`config.mk`:
```
export PLATFORM = sky130hd
export DESIGN_NAME = lio_regs
export DESIGN_NICKNAME = d
export VERILOG_FILES = /design/src/rtl/lio_pkg.sv /design/src/rtl/lio_port.sv /design/src/rtl/lio_regs.sv
export SDC_FILE = /design/constraint.sdc
export NUM_CORES = 1
export LEC_CHECK = 0
export BUFFER_PORTS_ARGS = -buffer_cell sky130_fd_sc_hd__buf_4
export CAP_MARGIN = 25
export CORE_ASPECT_RATIO = 0.9
export CORE_MARGIN = 5
export CORE_UTILIZATION = 40
export CTS_CLUSTER_SIZE = 28
export DETAILED_ROUTE_END_ITERATION = 8
export SYNTH_ARGS = -nofsm -noshare
export SYNTH_HDL_FRONTEND = slang
export SYNTH_HIERARCHICAL = 1
export SYNTH_SLANG_ARGS = --single-unit
```
`constraint.sdc`:
```
create_clock -name clk_i -period 4.5 [get_ports clk_i]
set_clock_uncertainty 0.15 [all_clocks]
set_input_delay 1.35 -clock clk_i [delete_from_list [all_inputs] [get_ports clk_i]]
set_output_delay 1.35 -clock clk_i [all_outputs]
set_load 0.05 [all_outputs]
```
`src/rtl/lio_pkg.sv`:
```
// Constants and types shared by the low I/O register block.
// Assumes a single 20 MHz clock domain and a synchronous reset.
package lio_pkg;

  // Clock rate, kept for reference by users of the block
  localparam int CLK_PERIOD_NS = 50;

  // Address space limits, as seen on the core access port
  localparam int ADDR_W = 16;
  localparam logic [15:0] IO_SPACE_SIZE = 16'h0040;
  localparam logic [15:0] BIT_SPACE_TOP = 16'h001F;
  localparam logic [15:0] DATA_OFFSET = 16'h0020;
  localparam logic [15:0] EXT_FIRST = 16'h0060;
  localparam logic [15:0] EXT_LAST = 16'h01FF;

  // I/O addresses of the implemented registers
  localparam logic [5:0] OFF_PORT_B_INPUT = 6'h03;
  localparam logic [5:0] OFF_PORT_B_DIRECTION = 6'h04;
  localparam logic [5:0] OFF_PORT_B_OUTPUT = 6'h05;
  localparam logic [5:0] OFF_PORT_C_INPUT = 6'h06;
  localparam logic [5:0] OFF_PORT_C_DIRECTION = 6'h07;
  localparam logic [5:0] OFF_PORT_C_OUTPUT = 6'h08;
  localparam logic [5:0] OFF_PORT_D_INPUT = 6'h09;
  localparam logic [5:0] OFF_PORT_D_DIRECTION = 6'h0A;
  localparam logic [5:0] OFF_PORT_D_OUTPUT = 6'h0B;
  localparam logic [5:0] OFF_PORT_E_INPUT = 6'h0C;
  localparam logic [5:0] OFF_PORT_E_DIRECTION = 6'h0D;
  localparam logic [5:0] OFF_PORT_E_OUTPUT = 6'h0E;
  localparam logic [5:0] OFF_PORT_F_INPUT = 6'h0F;
  localparam logic [5:0] OFF_PORT_F_DIRECTION = 6'h10;
  localparam logic [5:0] OFF_PORT_F_OUTPUT = 6'h11;
  localparam logic [5:0] OFF_TIMER0_FLAGS = 6'h15;
  localparam logic [5:0] OFF_TIMER1_FLAGS = 6'h16;

  // Implemented bits of each register group
  localparam logic [7:0] MASK_PORT_B = 8'hFF;
  localparam logic [7:0] MASK_PORT_C = 8'hC0;
  localparam logic [7:0] MASK_PORT_D = 8'hFF;
  localparam logic [7:0] MASK_PORT_E = 8'h44;
  localparam logic [7:0] MASK_PORT_F = 8'hF3;
  localparam logic [7:0] MASK_TIMER0 = 8'h07;
  localparam logic [7:0] MASK_TIMER1 = 8'h2F;

  // Flag bit positions
  localparam int T0_OVERFLOW_BIT = 0;
  localparam int T0_MATCH_A_BIT = 1;
  localparam int T0_MATCH_B_BIT = 2;
  localparam int T1_OVERFLOW_BIT = 0;
  localparam int T1_MATCH_A_BIT = 1;
  localparam int T1_MATCH_B_BIT = 2;
  localparam int T1_MATCH_C_BIT = 3;
  localparam int T1_CAPTURE_BIT = 5;

  // Reset value of every register, and the single-bit mask base
  localparam logic [7:0] RESET_BYTE = 8'h00;
  localparam logic [7:0] ONE_BIT = 8'h01;

  // Access kinds presented by the core
  typedef enum logic [2:0] {
    IO_READ_OP = 3'h0,
    IO_WRITE_OP = 3'h1,
    MEMORY_READ_OP = 3'h2,
    MEMORY_WRITE_OP = 3'h3,
    BIT_SET_OP = 3'h4,
    BIT_CLEAR_OP = 3'h5,
    SKIP_IF_BIT_SET = 3'h6,
    SKIP_IF_BIT_CLEAR = 3'h7
  } lio_op_type;

endpackage

```
`src/rtl/lio_port.sv`:
```
// One general-purpose port: direction, output and pin-input registers.
// Assumes pins arrive asynchronously and writes come from the decoder.
`timescale 1ns/1ns
module lio_port
  import lio_pkg::*;
#(
  parameter logic [7:0] PORT_MASK = 8'hFF
)
(
  input wire logic clk_i, // System clock
  input wire logic rst_i, // Synchronous reset, active high
  input wire logic [7:0] pin_i, // Pin levels, asynchronous
  input wire logic dir_we_i, // Direction register write strobe
  input wire logic out_we_i, // Output register write strobe
  input wire logic [7:0] wdata_i, // Write data
  output logic [7:0] input_o, // Synchronised pin levels
  output logic [7:0] direction_o, // Direction register
  output logic [7:0] output_o, // Output register
  output logic [7:0] pin_o, // Pin drive level
  output logic [7:0] pin_oe_o // Pin drive enable
);

  logic [7:0] sync_first;
  logic [7:0] sync_second;
  logic [7:0] direction;
  logic [7:0] out_level;

  // Two-stage synchroniser on the pins
  always_ff @(posedge clk_i)
  begin
    if (rst_i)
    begin
      sync_first <= RESET_BYTE;
      sync_second <= RESET_BYTE;
    end
    else
    begin
      sync_first <= pin_i;
      sync_second <= sync_first;
    end
  end

  // Direction register, absent bits held at zero
  always_ff @(posedge clk_i)
  begin
    if (rst_i)
      direction <= RESET_BYTE;
    else if (dir_we_i)
      direction <= wdata_i & PORT_MASK;
  end

  // Output register, absent bits held at zero
  always_ff @(posedge clk_i)
  begin
    if (rst_i)
      out_level <= RESET_BYTE;
    else if (out_we_i)
      out_level <= wdata_i & PORT_MASK;
  end

  // Read values and pin drive
  assign input_o = sync_second & PORT_MASK;
  assign direction_o = direction;
  assign output_o = out_level;
  assign pin_o = out_level;
  assign pin_oe_o = direction;

endmodule

```
`src/rtl/lio_regs.sv`:
```
// Low I/O register space: five ports and two timer flag registers,
// reached by the core through I/O, data-space and single-bit accesses.
// Assumes one access per cycle from the core, timer events as
// same-clock pulses, and pins that are asynchronous to the clock.
//
// Functional notes
// - bit set and bit clear work on I/O 0x00 to 0x1F only.
// - skip tests on a single bit work on I/O 0x00 to 0x1F.
// - timer flags clear on a written one; a zero leaves them.
// - bit set or clear rewrites the whole register, clearing set flags other than the one addressed by a bit clear.
// - I/O read and write reach only the first 64 locations.
// - data-space address equals I/O address plus 0x20.
// - extended area is reached by data-space accesses only.
// - port B has full input, direction, output at 0x03 to 0x05.
// - port D has full input, direction, output at 0x09 to 0x0B.
// - port F at 0x0F to 0x11 lacks bits 3 and 2.
// - timer 1 flags: capture 5, match C 3, B 2, A 1, overflow 0.
// - timer 0 flags: match B 2, match A 1, overflow 0.
`timescale 1ns/1ns
module lio_regs
  import lio_pkg::*;
(
  input wire logic clk_i, // System clock, 20 MHz
  input wire logic rst_i, // Synchronous reset, active high
  input wire logic acc_valid_i, // Access request from the core
  input wire lio_op_type acc_op_i, // Access kind
  input wire logic [15:0] acc_addr_i, // I/O or data-space address
  input wire logic [2:0] acc_bit_i, // Bit number for bit accesses
  input wire logic [7:0] acc_wdata_i, // Write data
  output logic acc_ack_o, // Answer strobe, one cycle
  output logic [7:0] acc_rdata_o, // Read data
  output logic acc_skip_o, // Skip decision of a bit test
  output logic acc_err_o, // Access refused
  input wire logic [7:0] timer0_set_i, // Timer 0 flag set pulses
  input wire logic [7:0] timer1_set_i, // Timer 1 flag set pulses
  output logic [7:0] timer0_flags_o, // Timer 0 flag register
  output logic [7:0] timer1_flags_o, // Timer 1 flag register
  input wire logic [7:0] pin_b_i, // Port B pin levels
  output logic [7:0] pin_b_o, // Port B drive level
  output logic [7:0] pin_b_oe_o, // Port B drive enable
  input wire logic [7:0] pin_c_i, // Port C pin levels
  output logic [7:0] pin_c_o, // Port C drive level
  output logic [7:0] pin_c_oe_o, // Port C drive enable
  input wire logic [7:0] pin_d_i, // Port D pin levels
  output logic [7:0] pin_d_o, // Port D drive level
  output logic [7:0] pin_d_oe_o, // Port D drive enable
  input wire logic [7:0] pin_e_i, // Port E pin levels
  output logic [7:0] pin_e_o, // Port E drive level
  output logic [7:0] pin_e_oe_o, // Port E drive enable
  input wire logic [7:0] pin_f_i, // Port F pin levels
  output logic [7:0] pin_f_o, // Port F drive level
  output logic [7:0] pin_f_oe_o // Port F drive enable
);

  logic [15:0] mem_io_addr;
  logic [5:0] io_addr;
  logic io_ok;
  logic refuse;
  logic is_write;
  logic is_read;
  logic is_skip;
  logic wr_req;
  logic [7:0] bit_mask;
  logic [7:0] rd_val;
  logic [7:0] wr_val;
  logic [7:0] port_b_input;
  logic [7:0] port_b_direction;
  logic [7:0] port_b_output;
  logic [7:0] port_c_input;
  logic [7:0] port_c_direction;
  logic [7:0] port_c_output;
  logic [7:0] port_d_input;
  logic [7:0] port_d_direction;
  logic [7:0] port_d_output;
  logic [7:0] port_e_input;
  logic [7:0] port_e_direction;
  logic [7:0] port_e_output;
  logic [7:0] port_f_input;
  logic [7:0] port_f_direction;
  logic [7:0] port_f_output;
  logic [7:0] timer0_flags;
  logic [7:0] timer1_flags;
  logic [7:0] timer0_clear;
  logic [7:0] timer1_clear;

  // Data-space address folded back onto the I/O space
  assign mem_io_addr = acc_addr_i - DATA_OFFSET;

  // Address decode per access kind
  always_comb
  begin
    io_ok = 1'b0;
    refuse = 1'b0;
    io_addr = 6'h00;
    case (acc_op_i)
      IO_READ_OP, IO_WRITE_OP:
      begin
        if (acc_addr_i < IO_SPACE_SIZE)
        begin
          io_ok = 1'b1;
          io_addr = acc_addr_i[5:0];
        end
        else
          refuse = 1'b1;
      end
      BIT_SET_OP, BIT_CLEAR_OP, SKIP_IF_BIT_SET, SKIP_IF_BIT_CLEAR:
      begin
        if (acc_addr_i <= BIT_SPACE_TOP)
        begin
          io_ok = 1'b1;
          io_addr = acc_addr_i[5:0];
        end
        else
          refuse = 1'b1;
      end
      MEMORY_READ_OP, MEMORY_WRITE_OP:
      begin
        if (acc_addr_i >= DATA_OFFSET && acc_addr_i < EXT_FIRST)
        begin
          io_ok = 1'b1;
          io_addr = mem_io_addr[5:0];
        end
        else if (acc_addr_i >= EXT_FIRST && acc_addr_i <= EXT_LAST)
          refuse = 1'b0; // accepted, nothing mapped here
        else
          refuse = 1'b1;
      end
      default:
        refuse = 1'b1;
    endcase
  end

  // Access kind groups
  assign is_write = (acc_op_i == IO_WRITE_OP) ||
                    (acc_op_i == MEMORY_WRITE_OP) ||
                    (acc_op_i == BIT_SET_OP) ||
                    (acc_op_i == BIT_CLEAR_OP);
  assign is_read = (acc_op_i == IO_READ_OP) ||
                   (acc_op_i == MEMORY_READ_OP);
  assign is_skip = (acc_op_i == SKIP_IF_BIT_SET) ||
                   (acc_op_i == SKIP_IF_BIT_CLEAR);
  assign wr_req = acc_valid_i && io_ok && is_write;
  assign bit_mask = ONE_BIT << acc_bit_i;

  // Read multiplexer; reserved and unmapped locations read zero
  always_comb
  begin
    if (io_addr == OFF_PORT_B_INPUT)
      rd_val = port_b_input;
    else if (io_addr == OFF_PORT_B_DIRECTION)
      rd_val = port_b_direction;
    else if (io_addr == OFF_PORT_B_OUTPUT)
      rd_val = port_b_output;
    else if (io_addr == OFF_PORT_C_INPUT)
      rd_val = port_c_input;
    else if (io_addr == OFF_PORT_C_DIRECTION)
      rd_val = port_c_direction;
    else if (io_addr == OFF_PORT_C_OUTPUT)
      rd_val = port_c_output;
    else if (io_addr == OFF_PORT_D_INPUT)
      rd_val = port_d_input;
    else if (io_addr == OFF_PORT_D_DIRECTION)
      rd_val = port_d_direction;
    else if (io_addr == OFF_PORT_D_OUTPUT)
      rd_val = port_d_output;
    else if (io_addr == OFF_PORT_E_INPUT)
      rd_val = port_e_input;
    else if (io_addr == OFF_PORT_E_DIRECTION)
      rd_val = port_e_direction;
    else if (io_addr == OFF_PORT_E_OUTPUT)
      rd_val = port_e_output;
    else if (io_addr == OFF_PORT_F_INPUT)
      rd_val = port_f_input;
    else if (io_addr == OFF_PORT_F_DIRECTION)
      rd_val = port_f_direction;
    else if (io_addr == OFF_PORT_F_OUTPUT)
      rd_val = port_f_output;
    else if (io_addr == OFF_TIMER0_FLAGS)
      rd_val = timer0_flags;
    else if (io_addr == OFF_TIMER1_FLAGS)
      rd_val = timer1_flags;
    else
      rd_val = RESET_BYTE;
  end

  // Write value; bit accesses modify the whole register just read
  always_comb
  begin
    if (acc_op_i == BIT_SET_OP)
      wr_val = rd_val | bit_mask;
    else if (acc_op_i == BIT_CLEAR_OP)
      wr_val = rd_val & ~bit_mask;
    else
      wr_val = acc_wdata_i;
  end

  // Port B, all eight bits
  lio_port #(
    .PORT_MASK(MASK_PORT_B)
  ) u_port_b (
    .clk_i(clk_i),
    .rst_i(rst_i),
    .pin_i(pin_b_i),
    .dir_we_i(wr_req && io_addr == OFF_PORT_B_DIRECTION),
    .out_we_i(wr_req && io_addr == OFF_PORT_B_OUTPUT),
    .wdata_i(wr_val),
    .input_o(port_b_input),
    .direction_o(port_b_direction),
    .output_o(port_b_output),
    .pin_o(pin_b_o),
    .pin_oe_o(pin_b_oe_o)
  );

  // Port C, bits 7 and 6
  lio_port #(
    .PORT_MASK(MASK_PORT_C)
  ) u_port_c (
    .clk_i(clk_i),
    .rst_i(rst_i),
    .pin_i(pin_c_i),
    .dir_we_i(wr_req && io_addr == OFF_PORT_C_DIRECTION),
    .out_we_i(wr_req && io_addr == OFF_PORT_C_OUTPUT),
    .wdata_i(wr_val),
    .input_o(port_c_input),
    .direction_o(port_c_direction),
    .output_o(port_c_output),
    .pin_o(pin_c_o),
    .pin_oe_o(pin_c_oe_o)
  );

  // Port D, all eight bits
  lio_port #(
    .PORT_MASK(MASK_PORT_D)
  ) u_port_d (
    .clk_i(clk_i),
    .rst_i(rst_i),
    .pin_i(pin_d_i),
    .dir_we_i(wr_req && io_addr == OFF_PORT_D_DIRECTION),
    .out_we_i(wr_req && io_addr == OFF_PORT_D_OUTPUT),
    .wdata_i(wr_val),
    .input_o(port_d_input),
    .direction_o(port_d_direction),
    .output_o(port_d_output),
    .pin_o(pin_d_o),
    .pin_oe_o(pin_d_oe_o)
  );

  // Port E, bits 6 and 2
  lio_port #(
    .PORT_MASK(MASK_PORT_E)
  ) u_port_e (
    .clk_i(clk_i),
    .rst_i(rst_i),
    .pin_i(pin_e_i),
    .dir_we_i(wr_req && io_addr == OFF_PORT_E_DIRECTION),
    .out_we_i(wr_req && io_addr == OFF_PORT_E_OUTPUT),
    .wdata_i(wr_val),
    .input_o(port_e_input),
    .direction_o(port_e_direction),
    .output_o(port_e_output),
    .pin_o(pin_e_o),
    .pin_oe_o(pin_e_oe_o)
  );

  // Port F, bits 3 and 2 absent
  lio_port #(
    .PORT_MASK(MASK_PORT_F)
  ) u_port_f (
    .clk_i(clk_i),
    .rst_i(rst_i),
    .pin_i(pin_f_i),
    .dir_we_i(wr_req && io_addr == OFF_PORT_F_DIRECTION),
    .out_we_i(wr_req && io_addr == OFF_PORT_F_OUTPUT),
    .wdata_i(wr_val),
    .input_o(port_f_input),
    .direction_o(port_f_direction),
    .output_o(port_f_output),
    .pin_o(pin_f_o),
    .pin_oe_o(pin_f_oe_o)
  );

  // Flag clears: a one written to a flag position clears it
  assign timer0_clear = (wr_req && io_addr == OFF_TIMER0_FLAGS) ?
                        (wr_val & MASK_TIMER0) : RESET_BYTE;
  assign timer1_clear = (wr_req && io_addr == OFF_TIMER1_FLAGS) ?
                        (wr_val & MASK_TIMER1) : RESET_BYTE;

  // Timer 0 flags; a set in the clearing cycle survives
  always_ff @(posedge clk_i)
  begin
    if (rst_i)
      timer0_flags <= RESET_BYTE;
    else
      timer0_flags <= ((timer0_flags & ~timer0_clear) |
                       timer0_set_i) & MASK_TIMER0;
  end

  // Timer 1 flags; a set in the clearing cycle survives
  always_ff @(posedge clk_i)
  begin
    if (rst_i)
      timer1_flags <= RESET_BYTE;
    else
      timer1_flags <= ((timer1_flags & ~timer1_clear) |
                       timer1_set_i) & MASK_TIMER1;
  end

  assign timer0_flags_o = timer0_flags;
  assign timer1_flags_o = timer1_flags;

  // Answer strobe and refusal, one cycle after the request
  always_ff @(posedge clk_i)
  begin
    if (rst_i)
    begin
      acc_ack_o <= 1'b0;
      acc_err_o <= 1'b0;
    end
    else
    begin
      acc_ack_o <= acc_valid_i;
      acc_err_o <= acc_valid_i && refuse;
    end
  end

  // Read data, zero for writes, refusals and the extended area
  always_ff @(posedge clk_i)
  begin
    if (rst_i)
      acc_rdata_o <= RESET_BYTE;
    else if (acc_valid_i)
      acc_rdata_o <= (io_ok && (is_read || is_skip)) ? rd_val : RESET_BYTE;
  end

  // Single-bit test for conditional skip
  always_ff @(posedge clk_i)
  begin
    if (rst_i)
      acc_skip_o <= 1'b0;
    else if (acc_valid_i)
    begin
      if (io_ok && acc_op_i == SKIP_IF_BIT_SET)
        acc_skip_o <= |(rd_val & bit_mask);
      else if (io_ok && acc_op_i == SKIP_IF_BIT_CLEAR)
        acc_skip_o <= ~|(rd_val & bit_mask);
      else
        acc_skip_o <= 1'b0;
    end
  end

endmodule

```
==> flow_summary.json <==
{
  "drt_wl_total_um": 29400,
  "die_width_um": 159,
  "die-area_mm2": 0.0229,
  "cts_buffers": 17,
  "grt_max_degree": 63,
  "start_util_pct": 40.3,
  "cts_tree": "yes",
  "clock.fmax_ghz": 0.228,
  "fin_tns_setup_ns": 0,
  "synth_seq_area_share_pct": 30.9,
  "cp_max_fo": 7,
  "first_global_vias": 7143,
  "drt_iter0_drc": 705,
  "rr_endpoint": "acc_skip_o",
  "cts_hold_buf": 0,
  "dp_hpwl_um": 23100,
  "ctsResizeCount": 0,
  "yosysTopAreaCellShare_pct": 30.9,
  "gr-max-usage-layer": "met2",
  "irDropWorstVdd_mv": 0.224,
  "r2r_slack_ns": 1.63,
  "core-area_mm2": 0.0198,
  "clk_path_buf_depth": 2,
  "whs_endpoint": "u_port_d/input_o[6]",
  "hold_class": "reg2reg",
  "grt_antenna_before_repair": 0,
  "drc": 0,
  "ys_warn_count": 6,
  "max-slew-margin-rel_pct": 57.1,
  "gp_congestion": 0.932,
  "p_leak_nw": 4.33,
  "dominantRegCellSynth": "dfxtp_1",
  "start_kind": "input pin",
  "synth_cell_type_count": 86,
  "max-cap-violations": 0,
  "path_clk_slew_ns": 0.06,
  "via_count": 7732,
  "clk-insertion-delay-late_ns": 0.43,
  "power.density_mw_per_mm2": 272,
  "overflow": 0,
  "slew_violations": 0,
  "grt_use_met2_pct": 36.7,
  "clockRootBuffer": "clkbuf_16",
  "timing.hold.ws_ns": 0.286,
  "status": "complete, no violations",
  "setup_viol_count_final": 0,
  "hold_viol": 0,
  "h-tree-depth": 4,
  "port_buffers": 137,
  "ys_ff_latch": 123,
  "min_path_cells": 1,
  "grt_pass1_wl_um": 43600,
  "area_growth_pct": 29.2,
  "diodes": 0,
  "grtUsageMet1_pct": 35.1,
  "crit_type": "in2reg",
  "synthCells": 963,
  "num_io_pins": 196,
  "drive_gt1_share_pct": 31.8,
  "finalPower_w": 0.00280,
  "rsz0062_at_grt": "false",
  "viasPerCell": 5.33,
  "synth_edf_count": 0,
  "syn_area_mm2": 0.00797,
  "cts_setup_buffers": 0,
  "critical_path_arrival_ns": 4.55,
  "syn_area_per_cell_um2": 8.28,
  "nNetsFinal": 1274,
  "ant_nets": 0,
  "yosys-top-cells-area": "dfxtp_1 31%, buf_4 13%, mux2i_1 7.2%",
  "finalCriticalPeriod_ns": 4.39,
  "required_ns": 4.65,
  "rows": 49,
  "fin_crit_sh_pct": 97.6,
  "synth_top_area_cell": "dfxtp_1",
  "synthArstFlopShare_pct": 0,
  "min_from": "u_port_d/sync_first[6]",
  "avgRoutedWirePerCell_um": 20.2,
  "die_height_um": 144,
  "grt_use_met3_pct": 7.05,
  "worst_pin_slew_ns": 0.643,
  "first_pass_iters": 9,
  "clock-sinks": 123,
  "ff2ff_path_depth": 8,
  "grt_usage_pct": 24.9,
  "worstSetupEndpointType": "flip-flop",
  "reg2reg_from": "u_port_d/output_o[2]"
}
-- state kept, by name (all words and copies together), names as in the netlist, 2 cells and up --
| name | count |
|---|---|
| timer1_flags_o | 5 |
| u_port_c/sync_second | 2 |
| u_port_e/output_o | 2 |
| u_port_d/direction_o | 8 |
| u_port_c/sync_first | 2 |
| u_port_f/sync_second | 6 |
| u_port_d/input_o | 8 |
| u_port_b/output_o | 8 |
| timer0_flags_o | 3 |
| u_port_e/sync_first | 2 |
| u_port_c/output_o | 2 |
| u_port_d/output_o | 8 |
| u_port_f/sync_first | 6 |
| u_port_b/sync_first | 8 |
| u_port_b/direction_o | 8 |
| u_port_e/direction_o | 2 |
| acc_rdata_o | 8 |
| u_port_d/sync_first | 8 |
| u_port_c/direction_o | 2 |
| u_port_b/input_o | 8 |
| u_port_f/output_o | 6 |
| u_port_e/sync_second | 2 |
| u_port_f/direction_o | 6 |
-- report_power, final --
group          leakage [nW]  internal, W  switching, W  total (W)
combinational          3.07     0.000152      0.000267   0.000419
sequential             1.01      0.00112     0.0000120    0.00113
clock                 0.259     0.000716      0.000540    0.00126
total                  4.33      0.00199      0.000819    0.00280
-- layout make-up --
class / count / area (um^2)
repair buffers: 312 / 2450
flip-flops and latches: 123 / 2460
inverters: 14 / 52.6
clock inverters: 13 / 95.1
well taps: 255 / 319
fillers: 1941 / 9500
multi-input cells: 717 / 4480
clock buffers: 18 / 439
-- placed cells by master, fill, tap and decap left out, types with 6 or more instances in the layout --
cell / count
nor2_1: 119
dfxtp_1: 123
a31oi_1: 8
a2111oi_0: 7
or3_1: 9
nand2_1: 53
a32oi_1: 7
o21ai_0: 30
nand4_1: 12
o22ai_1: 12
mux2i_1: 57
nand2b_1: 9
nor4_1: 11
a21oi_1: 28
a21o_1: 7
a22o_1: 6
buf_4: 303
conb_1: 78
nand3b_1: 8
nor3_1: 26
and3_1: 9
inv_1: 13
buf_12: 9
a22oi_1: 10
nor2b_1: 58
nand3_1: 26
clkbuf_16: 17
a211oi_1: 11
a221oi_1: 7
-- logic make-up (layout without fill, tap and decap cells) --
logic type / Yosys count / after routing / share of synthesized area [%]
flip-flops: 123 / 123 / 30.9
other: 4 / 78 / 0.188
AO/OA/AOI/OAI: 193 / 193 / 18.1
multiplexers: 60 / 60 / 7.58
buffers and inverters: 197 / 357 / 16.5
AND/OR/NAND/NOR: 384 / 384 / 26.4
XOR/XNOR: 2 / 2 / 0.314
-- stage by stage --
stage | cells | instance area (um^2) | worst slack, ns | util [%]
6_report | 1452 | 10300 | 0.106 | 52.0
5_1_grt | 1452 | 10300 | 0.0108 | 52.0
4_1_cts | 1452 | 10300 | 0.192 | 52.0
3_5_place_dp | 1421 | 9770 | -0.233 | 49.3
3_3_place_gp | 1421 | 9770 | -0.258 | 49.3
2_1_floorplan | 1037 | 8250 | 0.296 | -
-- worst max-delay path, cell delays in order --
cell and delay (ns):
buf_4 0.11, or4_1 0.52, buf_4 0.18, nor2_8 0.12, nand3_4 0.17, o32ai_1 0.41
buf_4 0.20, a311oi_1 0.14, o21ai_1 0.24, a31oi_1 0.14, a21oi_1 0.29, nand2_1 0.09
a22o_1 0.21, buf_12 0.16, mux2i_1 0.16, nor2_1 0.06
-- synthesized netlist by cell type, types with 11 or more instances --
library cell    n
a211oi_1       11
a21oi_1        28
buf_2          17
buf_4         134
clkbuf_1       21
dfxtp_1       123
inv_1          13
mux2i_1        57
nand2_1        53
nand3_1        26
nand4_1        12
nor2_1        119
nor2b_1        58
nor3_1         26
nor4_1         11
o21ai_0        30
o22ai_1        12
-- layer usage --
| metal | wire [um] | vias to the layer above |
|---|---|---|
| li1 | - | 3718 |
| met1 | 13700 | 3620 |
| met2 | 12300 | 343 |
| met3 | 2600 | 51 |
| met4 | 775 | 0 |
| met5 | 0 | - |
-- worst max-delay path by stage --
stage / startpoint / endpoint / slack (ns) / depth (start not counted)
4_1_cts: acc_addr_i[10] / u_port_d/output_o[4] / 0.19 / 16
6_report: acc_addr_i[10] / u_port_d/output_o[4] / 0.11 / 16
5_1_grt: acc_addr_i[10] / u_port_d/output_o[4] / 0.01 / 16
2_1_floorplan: acc_addr_i[10] / u_port_e/output_o[6] / 0.30 / 13
3_3_place_gp: acc_addr_i[10] / u_port_b/output_o[4] / -0.26 / 16
3_5_place_dp: acc_addr_i[10] / u_port_d/output_o[4] / -0.23 / 16
Power figures use the tool's default switching activity.
